## src/rtl/bfs_pkg.sv

```systemverilog
/*
  Package of the buck fault sequencer: timing counts, thresholds and the
  sequencer states. Assumes a 100 MHz system clock.
*/
package bfs_pkg;
  localparam int unsigned CLK_MHZ = 100;
  // Digital start-up and hiccup wait time, in hundredths of a microsecond (1.28 ms).
  localparam int unsigned T_SS_US_X100 = 128000;
  localparam int unsigned SS_CYCLES = (T_SS_US_X100 * CLK_MHZ) / 100;
  // Power-good deglitch time in microseconds.
  localparam int unsigned T_DEGLITCH_US = 20;
  localparam int unsigned DGL_CYCLES = T_DEGLITCH_US * CLK_MHZ;
  // Over-current window and trip count.
  localparam int unsigned OC_WINDOW = 32;
  localparam int unsigned OC_TRIP = 5;
  // Initialisation delay after enable before soft-start, in cycles.
  localparam int unsigned INIT_CYCLES = 4;
  localparam int unsigned CNT_W = 24;

  typedef enum logic [2:0] {
    BFS_SHDN,
    BFS_INIT,
    BFS_SOFT,
    BFS_RUN,
    BFS_HIC_DRAIN,
    BFS_HIC_WAIT
  } bfs_state_t;
endpackage

```

## src/rtl/bfs_flags_if.sv

```systemverilog
/*
  Interface carrying the synchronised comparator flags from the input
  synchroniser to the sequencer core. Assumes one clock domain.
*/
interface bfs_flags_if;
  logic supply_ok;
  logic bias_ok;
  logic en_on;
  logic en_deep;
  logic ss_over_feedback;
  logic prebias_high;
  logic oc_event;
  logic ov_fault;
  logic uv_fault;
  logic unreg;
  logic ot_fault;
  logic neg_trip;
  logic zero_cur;
  logic ss_pg_ok;
  logic out_pg_ok;
  logic cycle_start;

  modport src (output supply_ok, bias_ok, en_on, en_deep, ss_over_feedback, prebias_high,
    oc_event, ov_fault, uv_fault, unreg, ot_fault, neg_trip, zero_cur, ss_pg_ok,
    out_pg_ok, cycle_start);
  modport dst (input supply_ok, bias_ok, en_on, en_deep, ss_over_feedback, prebias_high,
    oc_event, ov_fault, uv_fault, unreg, ot_fault, neg_trip, zero_cur, ss_pg_ok,
    out_pg_ok, cycle_start);
endinterface

```

## src/rtl/bfs_top.sv

```systemverilog
/*
  Buck fault sequencer top: start-up, pre-bias, over-current hiccup,
  negative current limit, thermal and power-good logic. Assumes the analog
  comparators appear as digital flags and the power stage takes gate levels.
*/
// Contract
// - Switch only while supply and bias lockout comparators both report OK.
// - Lockout thresholds have hysteresis; the comparator provides it, we just follow.
// - Enable high with lockouts clear starts the soft-start sequence.
// - Enable below deep threshold gives deep shutdown with bias off.
// - Without soft-start capacitor use fixed timed start-up, never shorter.
// - Keep gates quiet until soft-start exceeds feedback, then switch.
// - Never switch while output is pre-biased above nominal.
// - Over-current turns high-side off for the rest of the cycle.
// - Count over-current events; clear after 32 clean cycles.
// - Reaching five events inside the window enters hiccup.
// - Hiccup waits a fixed time then restarts.
// - Hiccup entry: high-side off, low-side on until zero current, then both off.
// - Hiccup entry asserts soft-start discharge.
// - Negative limit only under over-voltage; trip turns low-side off.
// - Power good low on current limit, lockout, OV, UV or unregulated.
// - Every power-good change passes the deglitch filter.
// - Over-temperature holds both gates off.
// - Over-temperature holds power good low.
// - Discharge soft-start on enable cycling, lockout, over-temperature, hiccup.
// - Power good high needs output good and soft-start above its threshold.
module bfs_top #(
  parameter int unsigned SS_CYC = bfs_pkg::SS_CYCLES,
  parameter int unsigned DGL_CYC = bfs_pkg::DGL_CYCLES,
  parameter int unsigned OC_WIN = bfs_pkg::OC_WINDOW,
  parameter int unsigned OC_TRIP_N = bfs_pkg::OC_TRIP
) (
  input wire logic sys_clk,
  input wire logic nrst,
  input wire logic clk_en,
  input wire logic input_supply_ok,
  input wire logic bias_rail_ok,
  input wire logic enable_on,
  input wire logic enable_deep_low,
  input wire logic ss_cap_present,
  input wire logic ss_above_feedback_level,
  input wire logic output_prebias_high,
  input wire logic over_current,
  input wire logic over_voltage,
  input wire logic under_voltage,
  input wire logic output_unregulated,
  input wire logic over_temp,
  input wire logic switch_node_neg_trip,
  input wire logic inductor_zero,
  input wire logic ss_pg_level_ok,
  input wire logic output_pg_level_ok,
  input wire logic pwm_cycle_start,
  input wire logic pwm_demand,
  output logic high_gate,
  output logic low_gate,
  output logic ss_discharge,
  output logic bias_on,
  output logic power_good_out,
  output logic hiccup_active,
  output logic [2:0] seq_state
);
  localparam int unsigned NF = 16;

  typedef struct packed {
    bfs_pkg::bfs_state_t state;
    logic [bfs_pkg::CNT_W-1:0] tmr;
    logic [5:0] clean;
    logic [2:0] oc_cnt;
    logic hs_block;
    logic ls_block;
    logic en_prev;
    logic hg;
    logic lg;
    logic dis;
  } bfs_st_t;

  bfs_st_t st_ff;
  bfs_st_t nxt_st;
  logic [NF-1:0] raw;
  logic [NF-1:0] syn;
  logic pg_raw;
  logic lockout_ok;
  bfs_flags_if fl ();

  // All comparator flags except pwm_demand and ss_cap_present cross into the clock domain together.
  assign raw = {pwm_cycle_start, output_pg_level_ok, ss_pg_level_ok, inductor_zero,
    switch_node_neg_trip, over_temp, output_unregulated, under_voltage, over_voltage,
    over_current, output_prebias_high, ss_above_feedback_level, enable_deep_low,
    enable_on, bias_rail_ok, input_supply_ok};

  bfs_sync #(.N(NF)) u_sync (
    .sys_clk(sys_clk),
    .nrst(nrst),
    .clk_en(clk_en),
    .raw(raw),
    .synced(syn)
  );

  // Unpack the synchronised bank into named flags.
  assign fl.supply_ok = syn[0];
  assign fl.bias_ok = syn[1];
  assign fl.en_on = syn[2];
  assign fl.en_deep = syn[3];
  assign fl.ss_over_feedback = syn[4];
  assign fl.prebias_high = syn[5];
  assign fl.oc_event = syn[6];
  assign fl.ov_fault = syn[7];
  assign fl.uv_fault = syn[8];
  assign fl.unreg = syn[9];
  assign fl.ot_fault = syn[10];
  assign fl.neg_trip = syn[11];
  assign fl.zero_cur = syn[12];
  assign fl.ss_pg_ok = syn[13];
  assign fl.out_pg_ok = syn[14];
  assign fl.cycle_start = syn[15];

  // Hysteresis is analog; the digital side only reads the comparator level.
  assign lockout_ok = fl.supply_ok && fl.bias_ok;

  // Sequencer, over-current counter and gate control in one next-state block.
  always_comb begin
    nxt_st = st_ff;
    nxt_st.en_prev = fl.en_on;
    nxt_st.dis = 1'b0;
    nxt_st.hg = 1'b0;
    nxt_st.lg = 1'b0;
    case (st_ff.state)
      bfs_pkg::BFS_SHDN: begin
        nxt_st.dis = 1'b1;
        nxt_st.oc_cnt = '0;
        nxt_st.clean = '0;
        nxt_st.tmr = '0;
        if (fl.en_on && !fl.en_deep && lockout_ok && !fl.ot_fault) begin
          nxt_st.state = bfs_pkg::BFS_INIT;
        end
      end
      bfs_pkg::BFS_INIT: begin
        // Short delay lets internal circuitry settle before soft-start.
        if (st_ff.tmr >= bfs_pkg::CNT_W'(bfs_pkg::INIT_CYCLES - 1)) begin
          nxt_st.tmr = '0;
          nxt_st.state = bfs_pkg::BFS_SOFT;
        end else begin
          nxt_st.tmr = st_ff.tmr + 1'b1;
        end
      end
      bfs_pkg::BFS_SOFT: begin
        // Timed ramp still runs with a capacitor: start-up is never faster.
        if (st_ff.tmr < bfs_pkg::CNT_W'(SS_CYC)) begin
          nxt_st.tmr = st_ff.tmr + 1'b1;
        end
        if (fl.ss_over_feedback && !fl.prebias_high) begin
          nxt_st.hg = pwm_demand && !st_ff.hs_block;
          nxt_st.lg = !pwm_demand && !st_ff.ls_block;
        end
        if (st_ff.tmr >= bfs_pkg::CNT_W'(SS_CYC) && fl.ss_over_feedback && (ss_cap_present
            || !fl.prebias_high)) begin
          nxt_st.state = bfs_pkg::BFS_RUN;
        end
      end
      bfs_pkg::BFS_RUN: begin
        if (!fl.prebias_high) begin
          nxt_st.hg = pwm_demand && !st_ff.hs_block;
          nxt_st.lg = !pwm_demand && !st_ff.ls_block;
        end
      end
      bfs_pkg::BFS_HIC_DRAIN: begin
        // Low-side drains the inductor, then the switch node floats.
        nxt_st.dis = 1'b1;
        nxt_st.lg = !fl.zero_cur && !(fl.ov_fault && fl.neg_trip);
        if (fl.zero_cur) begin
          nxt_st.lg = 1'b0;
          nxt_st.tmr = '0;
          nxt_st.state = bfs_pkg::BFS_HIC_WAIT;
        end
      end
      bfs_pkg::BFS_HIC_WAIT: begin
        nxt_st.dis = 1'b1;
        if (st_ff.tmr >= bfs_pkg::CNT_W'(SS_CYC - 1)) begin
          nxt_st.tmr = '0;
          nxt_st.oc_cnt = '0;
          nxt_st.state = bfs_pkg::BFS_SOFT;
        end else begin
          nxt_st.tmr = st_ff.tmr + 1'b1;
        end
      end
      default: begin
        nxt_st.state = bfs_pkg::BFS_SHDN;
      end
    endcase

    // Over-current blanking lasts to the next cycle; the event wins a tie.
    if (fl.cycle_start) begin
      nxt_st.hs_block = 1'b0;
      nxt_st.ls_block = 1'b0;
    end
    if (fl.oc_event) begin
      nxt_st.hs_block = 1'b1;
      nxt_st.hg = 1'b0;
    end
    if (fl.ov_fault && fl.neg_trip && st_ff.lg) begin
      nxt_st.ls_block = 1'b1;
      nxt_st.lg = 1'b0;
    end

    // Event counter over switching cycles in the active states.
    if (st_ff.state == bfs_pkg::BFS_SOFT || st_ff.state == bfs_pkg::BFS_RUN) begin
      if (fl.oc_event && !st_ff.hs_block) begin
        nxt_st.clean = '0;
        if (st_ff.oc_cnt >= 3'(OC_TRIP_N - 1)) begin
          nxt_st.state = bfs_pkg::BFS_HIC_DRAIN;
          nxt_st.hg = 1'b0;
          nxt_st.lg = 1'b1;
          nxt_st.dis = 1'b1;
          nxt_st.oc_cnt = '0;
        end else begin
          nxt_st.oc_cnt = st_ff.oc_cnt + 1'b1;
        end
      end else if (fl.cycle_start && !st_ff.hs_block) begin
        if (st_ff.clean >= 6'(OC_WIN - 1)) begin
          nxt_st.clean = '0;
          nxt_st.oc_cnt = '0;
        end else begin
          nxt_st.clean = st_ff.clean + 1'b1;
        end
      end else if (fl.cycle_start) begin
        nxt_st.clean = '0;
      end
    end

    // Faults that drop back to shutdown, discharging soft-start.
    if (!lockout_ok || fl.ot_fault || !fl.en_on || fl.en_deep || (st_ff.en_prev
        && !fl.en_on)) begin
      nxt_st.state = bfs_pkg::BFS_SHDN;
      nxt_st.dis = 1'b1;
      nxt_st.hg = 1'b0;
      nxt_st.lg = 1'b0;
    end
  end

  // Registered state; clk_en freezes everything.
  always_ff @(posedge sys_clk) begin
    if (!nrst) begin
      st_ff <= '0;
    end else if (clk_en) begin
      st_ff <= nxt_st;
    end
  end

  // Raw power-good: all faults force low, and only a full ramp lets it rise.
  assign pg_raw = st_ff.state == bfs_pkg::BFS_RUN && fl.out_pg_ok && fl.ss_pg_ok
    && !st_ff.hs_block && lockout_ok && !fl.ov_fault && !fl.uv_fault
    && !fl.unreg && !fl.ot_fault;

  bfs_pg_filter #(.DGL(DGL_CYC)) u_pgf (
    .sys_clk(sys_clk),
    .nrst(nrst),
    .clk_en(clk_en),
    .pg_raw(pg_raw),
    .pg_filt(power_good_out)
  );

  assign high_gate = st_ff.hg;
  assign low_gate = st_ff.lg;
  assign ss_discharge = st_ff.dis;
  assign bias_on = !fl.en_deep;
  assign hiccup_active = st_ff.state == bfs_pkg::BFS_HIC_DRAIN ||
    st_ff.state == bfs_pkg::BFS_HIC_WAIT;
  assign seq_state = st_ff.state;

  // Next-cycle (|=>) antecedents carry clk_en, since a frozen cycle must not be judged on the next edge.
  a_gates_lockout: assert property (@(posedge sys_clk) disable iff (!nrst)
    !lockout_ok && clk_en |=> !high_gate && !low_gate)
    else $error("Gate active during lockout.");
  a_gates_overtemp: assert property (@(posedge sys_clk) disable iff (!nrst)
    fl.ot_fault && clk_en |=> !high_gate && !low_gate)
    else $error("Gate active during over-temperature.");
  a_hs_oc_off: assert property (@(posedge sys_clk) disable iff (!nrst)
    fl.oc_event && clk_en |=> !high_gate)
    else $error("High-side on after over-current.");
  a_no_prebias_switch: assert property (@(posedge sys_clk) disable iff (!nrst)
    fl.prebias_high && clk_en && st_ff.state != bfs_pkg::BFS_HIC_DRAIN |=> !high_gate)
    else $error("Switching while pre-biased.");
  a_hiccup_dis: assert property (@(posedge sys_clk) disable iff (!nrst)
    hiccup_active |-> ss_discharge && !high_gate)
    else $error("Hiccup without discharge.");
  a_soft_gate: assert property (@(posedge sys_clk) disable iff (!nrst)
    st_ff.state == bfs_pkg::BFS_SOFT && !fl.ss_over_feedback && clk_en |=> !high_gate)
    else $error("Switching before soft-start passed feedback.");
  a_pg_hiccup_low: assert property (@(posedge sys_clk) disable iff (!nrst)
    hiccup_active |-> !pg_raw)
    else $error("Power good request during hiccup.");
  a_pg_temp_low: assert property (@(posedge sys_clk) disable iff (!nrst)
    fl.ot_fault |-> !pg_raw)
    else $error("Power good request during over-temperature.");
  a_run_timed: assert property (@(posedge sys_clk) disable iff (!nrst)
    st_ff.state == bfs_pkg::BFS_SOFT && nxt_st.state == bfs_pkg::BFS_RUN && clk_en
    |-> st_ff.tmr >= bfs_pkg::CNT_W'(SS_CYC))
    else $error("Start-up shorter than fixed time.");
  a_neg_limit_ov: assert property (@(posedge sys_clk) disable iff (!nrst)
    !fl.ov_fault && !st_ff.ls_block && clk_en |=> !st_ff.ls_block)
    else $error("Negative limit armed without over-voltage.");
  a_hic_entry_ls: assert property (@(posedge sys_clk) disable iff (!nrst)
    $rose(hiccup_active) |-> low_gate && !high_gate)
    else $error("Hiccup entry without low-side drain.");
  a_oc_window_clr: assert property (@(posedge sys_clk) disable iff (!nrst)
    clk_en && st_ff.state == bfs_pkg::BFS_RUN && fl.cycle_start && !fl.oc_event
    && !st_ff.hs_block && st_ff.clean == 6'(OC_WIN - 1) |=> st_ff.oc_cnt == 3'h0)
    else $error("Over-current count kept after a clean window.");
endmodule

```

## src/rtl/bfs_sync.sv

```systemverilog
/*
  Two-flop synchroniser bank for the comparator flags. Assumes the flags
  are raw comparator levels; the hysteresis itself is analog.
*/
module bfs_sync #(
  parameter int unsigned N = 16
) (
  input wire logic sys_clk,
  input wire logic nrst,
  input wire logic clk_en,
  input wire logic [N-1:0] raw,
  output logic [N-1:0] synced
);
  typedef struct packed {
    logic [N-1:0] meta;
    logic [N-1:0] sync;
  } bfs_sync_st_t;

  bfs_sync_st_t st_ff;
  bfs_sync_st_t nxt_st;

  // The first stage feeds only the second stage.
  always_comb begin
    nxt_st = st_ff;
    nxt_st.meta = raw;
    nxt_st.sync = st_ff.meta;
  end

  // Synchronous reset clears both stages to the safe (inactive) level.
  always_ff @(posedge sys_clk) begin
    if (!nrst) begin
      st_ff <= '0;
    end else if (clk_en) begin
      st_ff <= nxt_st;
    end
  end

  assign synced = st_ff.sync;
endmodule

```

## src/rtl/bfs_pg_filter.sv

```systemverilog
/*
  Power-good deglitch filter: the output follows the input only after
  the input has held its new value for DGL cycles. Assumes a synchronous
  input level.
*/
module bfs_pg_filter #(
  parameter int unsigned DGL = bfs_pkg::DGL_CYCLES
) (
  input wire logic sys_clk,
  input wire logic nrst,
  input wire logic clk_en,
  input wire logic pg_raw,
  output logic pg_filt
);
  typedef struct packed {
    logic out;
    logic [bfs_pkg::CNT_W-1:0] cnt;
  } bfs_pgf_st_t;

  bfs_pgf_st_t st_ff;
  bfs_pgf_st_t nxt_st;

  // Any return to the output value restarts the count, so short glitches never reach the pin.
  always_comb begin
    nxt_st = st_ff;
    if (pg_raw == st_ff.out) begin
      nxt_st.cnt = '0;
    end else if (st_ff.cnt >= bfs_pkg::CNT_W'(DGL - 1)) begin
      nxt_st.out = pg_raw;
      nxt_st.cnt = '0;
    end else begin
      nxt_st.cnt = st_ff.cnt + 1'b1;
    end
  end

  always_ff @(posedge sys_clk) begin
    if (!nrst) begin
      st_ff <= '0;
    end else if (clk_en) begin
      st_ff <= nxt_st;
    end
  end

  assign pg_filt = st_ff.out;

  a_pg_rise_held: assert property (@(posedge sys_clk) disable iff (!nrst)
    $rose(st_ff.out) |-> $past(pg_raw))
    else $error("Power good rose without a high input.");
endmodule

```

## config.mk

```make
export PLATFORM = sky130hd
export DESIGN_NAME = bfs_top
export DESIGN_NICKNAME = d
export VERILOG_FILES = /design/src/rtl/bfs_pkg.sv /design/src/rtl/bfs_flags_if.sv /design/src/rtl/bfs_top.sv /design/src/rtl/bfs_sync.sv /design/src/rtl/bfs_pg_filter.sv
export SDC_FILE = /design/constraint.sdc
export NUM_CORES = 1
export LEC_CHECK = 0
export BUFFER_PORTS_ARGS = -buffer_cell sky130_fd_sc_hd__buf_2
export CAP_MARGIN = 20
export CORE_MARGIN = 4
export CORE_UTILIZATION = 67
export CTS_BUF_LIST = sky130_fd_sc_hd__clkbuf_8
export CTS_CLUSTER_SIZE = 16
export DETAILED_ROUTE_END_ITERATION = 7
export HOLD_SLACK_MARGIN = 0.02
export PLACE_DENSITY = 0.87
export SYNTH_ARGS = -nofsm -noshare
export SYNTH_HDL_FRONTEND = slang
export SYNTH_SLANG_ARGS = --single-unit
export TNS_END_PERCENT = 30
```

## constraint.sdc

```tcl
create_clock -name sys_clk -period 4 [get_ports sys_clk]
set_input_delay 0.8 -clock sys_clk [delete_from_list [all_inputs] [get_ports sys_clk]]
set_output_delay 0.8 -clock sys_clk [all_outputs]
set_load 0.02 [all_outputs]
```

==> metrics.csv, run 1 <==
stage,metric,value,unit
status,status,"finished, final reports clean",
synth,synth_edf_count,0,
setup_path,rrSetupSlack,1150,ps
clock_tree,cts_max_level,3,
timing,skew,7.96,ps
place,dp_hpwl,6580,um
finish,final_nets,562,
setup_path,crit_arrival,3150,ps
timing,rsz0062_at_grt,false,
synth,netlist_area,0.00449,mm2
finish,antennaDiodeCount,0,
timing,tightest_slew,984,ps
timing,setup_viol,0,
place,io_buffers,29,
setup_path,crit_fanout,18,
timing,hold_viol,0,
timing,period_share,71.2,%
clock_tree,postCtsResizedCells,0,
clock_tree,clock-root-buffer,clkbuf_8,
die,boundaryPins,30,
global_routing,grtUsageTotal,23.0,%
global_routing,grt_start_max_net_pins,51,
run,drv_cap,0,
die,fp-row-count,29,
setup_path,critPathLaunchType,flip-flop,
setup_path,slowest_delay,760,ps
setup_path,path_buf_inv,0,
setup_path,path_delay_family,compound AO/OA/AOI/OAI gates,
timing,finalSetupTns,0,ps
synth,yosysSeqAreaShare,43.7,%
synth,yosysUniqueCellTypes,64,
power_and_ir_drop,p_leak,1.91,nW
clock_tree,clockBufferDepth,2,
route,viasPerCell,5.95,
synth,netlist.area_leader.share,43.7,%
setup_path,cp-end-kind,flip-flop,
timing,maxSlewViolCount,0,
finish,design_area,0.00485,mm2
setup_path,path_cells,ha_1 > and4_1 > a311oi_1 > o211ai_4 > a311oi_4 > and2_2 > a22o_1,
route,wl,9240,um
timing,hold_slack,462,ps
synth,syn_avg_cell_area,8.68,um2
setup_path,cp.required,4310,ps
power_and_ir_drop,p_per_area,361,mW/mm2
timing,max_freq,351,MHz
global_routing,first_global_vias,3462,
global_routing,grt-ovfl-total,0,
clock_tree,clock_sinks,98,
die,die_area,0.00807,mm2
route,drt_iter0_drc,289,
route,wire_per_inst,15.0,um
synth,synthCells,517,
timing,slew_headroom,33.8,%
route,vias,3670,
min_path,hold_class,reg2reg,
finish,drive_gt1_share,13.5,%
route,drtPass1Iterations,5,
route,routed.top_layer,met4,
synth,yosys_most_used_dff,dfxtp_1,
clock_tree,cts_hold_buf,0,
setup_path,cp_slowest_cell,a311oi_4,
place,dpl_cell_area,0.00464,mm2
route,ant_nets,0,
setup_path,critPathKind,reg2reg,
route,dr_wl_met2,4440,um
synth,synth_area_leaders,"dfxtp_1 (44%), mux2i_1 (8.2%), nor2_1 (7.4%)",
clock_tree,clkTransAtPathRegs,90,ps
synth,ys_ff_latch,98,
power_and_ir_drop,ir_drop,0.259,mV
die,core,0.00642,mm2
die,die_w,89.9,um
clock_tree,cts_setup_buffers,0,
synth,synth_nets,544,
die,initial_utilization,69.9,%
finish,area_growth,8.03,%
finish,final_cell_mix,"dfxtp_1 (98), nor2_1 (88), mux2i_1 (37)",
synth,async_flop_share,0,%
global_routing,antenna_found_initial,0,
finish,final_common_cell,dfxtp_1,
clock_tree,cts_tree,yes,
synth,ys_warn_count,0,
place,routabilityCongestion,0.902,
route,dr_wl_met3,391,um
route,wl_met1,4230,um
clock_tree,cts_buffers,9,
global_routing,grt_pass1_wl,15600,um
die,die_h,89.9,um
route,drc,0,
clock_tree,insertion_delay,360,ps
synth,synth_top_area_cell,dfxtp_1,
timing,min_period,2850,ps
-- sequential cells by signal, summed over array words and instances (netlist names) --
signal and count:
low_gate 1, u_sync.nxt_st 16, high_gate 1, ss_discharge 1, st_ff 35, u_pgf.st_ff 24, seq_state 3, u_pgf.pg_filt 1
u_sync.synced 16
-- kinds of logic (layout without fill, tap and decap cells) --
group	Yosys count	in the layout	share of synthesized area (%)
adder cells (fa/ha/maj)	6	6	1.67
multiplexers	38	38	8.50
AO/OA/AOI/OAI	84	84	13.4
AND/OR/NAND/NOR	225	225	24.8
buffers and inverters	49	72	4.60
XOR/XNOR	17	17	3.32
flip-flops	98	98	43.7
-- layer usage --
metal,vias to the layer above,track usage [%]
li1,1849,-
met3,19,4.92
met4,0,8.04
met2,82,38.7
met1,1720,29.4
met5,-,0
-- worst min-delay path, cell delays in order, from the launching register on --
cell	delay (ps)
dfxtp_1	340
inv_1	50
nor2_1	40
-- metrics by stage --
stage	utilization, %	worst slack [ps]	power [mW]	cells
floorplan	-	1750	1.09	517
global placement	72.3	992	1.11	601
detailed placement	72.3	853	1.11	601
CTS	75.5	1210	1.76	617
global route	75.5	958	1.81	617
finish	75.5	1150	1.75	617
-- final cells by class --
cell class | count | area (um2)
inverter | 23 | 86.3
clock inverter | 6 | 71.3
tap | 77 | 96.3
multi-input combinational | 370 | 2320
timing repair buffer | 33 | 175
sequential | 98 | 1960
fill | 448 | 1570
clock buffer | 10 | 138
-- cell usage after synthesis (2+ instances only) --
master,count
nand3_1,29
nor3_1,10
nand4_1,10
a21o_1,2
and2_2,2
xnor2_1,10
and3_1,7
buf_2,3
dfxtp_1,98
nand2b_1,4
o21ai_0,14
nor4_1,8
clkbuf_1,13
a22oi_1,2
a32oi_1,2
and4_1,3
buf_1,6
and2_1,7
a311oi_1,2
nor2b_1,2
o21ai_1,2
nor2_1,88
nor3b_1,3
a41oi_1,4
nand2_1,34
inv_1,22
xor2_1,7
buf_4,3
a31oi_1,4
a21oi_1,24
a21o_2,5
o31ai_1,2
o41ai_1,3
or3_1,4
ha_1,6
or2_2,4
a22o_1,5
mux2i_1,37
-- power by group --
part | internal [mW] | switching, mW | total (mW)
logic | 0.0350 | 0.0523 | 0.0873
clock network | 0.313 | 0.349 | 0.661
registers | 0.992 | 0.0120 | 1.00
-- final timing paths --
path,start,end,depth (start not counted)
max,st_ff[15],st_ff[18],7
min,u_pgf.st_ff[21],u_pgf.st_ff[21],2
max reg2reg,st_ff[15],st_ff[18],7
min reg2reg,u_pgf.st_ff[21],u_pgf.st_ff[21],2
No activity file was read; power rests on OpenSTA's default activity.
==> run 2, diff against run 1 <==
Settings changed: CORE_UTILIZATION 67 to 56, PLACE_DENSITY 0.87 to 0.78.
Clock period 4 ns to 2.6 ns, I/O delays scaled along.
==> run 2 against run 1 <==
- total power is 55% higher
- largest cell class unchanged
- highest routed layer unchanged
- routed wire length is 3.3% higher
- critical endpoint unchanged
- sequential power is 54% higher
- utilization is 12 points lower
- setup slack worse by 890 ps
- register-to-register slack worse by 890 ps
- via count is 0.76% higher
- critical path type unchanged
- clock power is 57% higher
==> metrics.csv, run 2 (synthesis results as in run 1) <==
stage,metric,value,unit
status,status,"finished, final reports clean",
timing,finalSetupTns,0,ps
finish,antennaDiodeCount,0,
die,die_area,0.00951,mm2
timing,max_freq,428,MHz
die,initial_utilization,57.8,%
global_routing,first_global_vias,3705,
finish,regMostFlops,st_ff,
global_routing,top_usage_layer,met2,
die,boundaryPins,30,
place,dp_hpwl,6790,um
route,viasPerCell,5.68,
finish,fin_cells,651,
route,vias,3698,
die,die_w,97.5,um
run,drv_cap,0,
timing,rsz0062_at_grt,false,
global_routing,grt_util_met2,34.5,%
timing,hold_slack,387,ps
timing,maxSlewViolCount,0,
power_and_ir_drop,ir_drop,0.317,mV
clock_tree,clock-root-buffer,clkbuf_8,
route,wl,9540,um
die,fp-row-count,32,
power_and_ir_drop,seqPwrFrac,56.7,%
power_and_ir_drop,power_frac_comb,5.1,%
clock_tree,cts_setup_buffers,0,
clock_tree,clkTransAtPathRegs,100,ps
global_routing,grtUsageTotal,20.7,%
min_path,hold_depth,3,
setup_path,crit_start,st_ff[15],
global_routing,grt-ovfl-total,0,
place,io_buffers,29,
finish,area_growth,10.6,%
power_and_ir_drop,p_sw,0.667,mW
clock_tree,cts_hold_buf,0,
timing,setup_viol,0,
setup_path,cp-end-kind,flip-flop,
setup_path,critPathKind,reg2reg,
power_and_ir_drop,p_int,2.05,mW
min_path,hp-start,output_unregulated,
power_and_ir_drop,clkPwrFrac,38.2,%
clock_tree,cts_max_level,3,
global_routing,grtUsageMet3,3.88,%
die,core,0.00777,mm2
setup_path,worstRegToRegCells,8,
place,dp_cells,635,
route,drtPass1Iterations,5,
clock_tree,cts_buffers,9,
finish,final_common_cell,dfxtp_1,
timing,period_share,90.0,%
timing,slew_headroom,49.7,%
setup_path,critPathLaunchType,flip-flop,
timing,min_period,2340,ps
route,drt_iter0_drc,249,
route,ant_nets,0,
finish,largest_reg_flops,35,
clock_tree,insertion_delay,360,ps
timing,tightest_slew,753,ps
finish,final_nets,571,
finish,final_cell_mix,"dfxtp_1 (98), nor2_1 (88), mux2i_1 (37)",
setup_path,r2r-start,st_ff[15],
min_path,hold_class,in2reg,
global_routing,grt_start_max_net_pins,51,
clock_tree,clock_sinks,98,
route,drc,0,
setup_path,crit_arrival,2650,ps
timing,skew,10.3,ps
die,die_h,97.5,um
global_routing,antenna_found_initial,0,
place,routabilityCongestion,0.858,
finish,drive_gt1_share,15.3,%
clock_tree,clockBufferDepth,2,
timing,hold_viol,0,
clock_tree,postCtsResizedCells,1,
power_and_ir_drop,switching_share,24.5,%
finish,top_regs,"st_ff x35, u_pgf.st_ff x24",
setup_path,crit_fanout,18,
route,wire_per_inst,14.7,um
power_and_ir_drop,p_per_area,548,mW/mm2
global_routing,grt_use_met1,26.5,%
power_and_ir_drop,p_leak,1.97,nW
clock_tree,cts_tree,yes,
setup_path,cp.required,2910,ps
global_routing,grt_pass1_wl,16700,um
-- run 2: changes by cell type in the layout (fill, tap and decap cells not counted) --
cell / previous run / this run
inv_8: 0 / 3
buf_4: 4 / 13
clkbuf_8: 10 / 9
inv_6: 3 / 1
clkinvlp_4: 2 / 0
a311oi_2: 0 / 1
nor3_2: 1 / 2
a311oi_1: 2 / 1
clkinv_4: 0 / 2
nor3_1: 10 / 9
-- run 2: stage by stage --
| stage | setup slack [ps] | instance area [um2] | total power, mW | util, % |
|---|---|---|---|---|
| 3_3_place_gp | 228 | 4740 | 1.71 | 61.0 |
| 6_report | 261 | 4960 | 2.72 | 63.9 |
| 3_5_place_dp | 75.2 | 4740 | 1.71 | 61.0 |
| 5_1_grt | 80.1 | 4960 | 2.83 | 63.9 |
| 2_1_floorplan | 350 | 4490 | 1.67 | - |
| 4_1_cts | 166 | 4960 | 2.74 | 63.8 |
-- run 2: worst paths after layout --
kind | slack (ps) | endpoint
hold reg to reg | 450 | u_pgf.st_ff[21]
hold / removal | 390 | u_sync.nxt_st[9]
setup reg to reg | 260 | st_ff[18]
setup / recovery | 260 | st_ff[18]
-- run 2: power by group through the flow --
stage	clock (mW)	combinational [mW]	sequential, mW
after CTS	1.06	0.138	1.54
after floorplan	0	0.0970	1.57
after detailed placement	0	0.137	1.58
after global routing	1.13	0.154	1.55
final	1.04	0.138	1.54
after global placement	0	0.133	1.58
-- run 2: cell type report --
cell class / instances / area, um2
repair buffers: 42 / 243
well taps: 102 / 128
inverters: 23 / 86.3
clock inverters: 7 / 90.1
fillers: 673 / 2800
flip-flops and latches: 98 / 1960
clock buffers: 9 / 124
multi-input cells: 370 / 2330
-- run 2: worst max-delay path: stages (launching register included) --
cell	delay, ps
dfxtp_1	350
ha_1	250
and4_1	260
a311oi_2	380
o211ai_4	130
a311oi_4	300
buf_4	260
and2_2	220
a22o_1	130
-- run 2: routing by layer --
metal | share of wire (%) | up-vias
met2 | 48 | 84
met3 | 5.6 | 12
met5 | 0 | -
met1 | 45 | 1737
met4 | 1.4 | 0
li1 | - | 1865
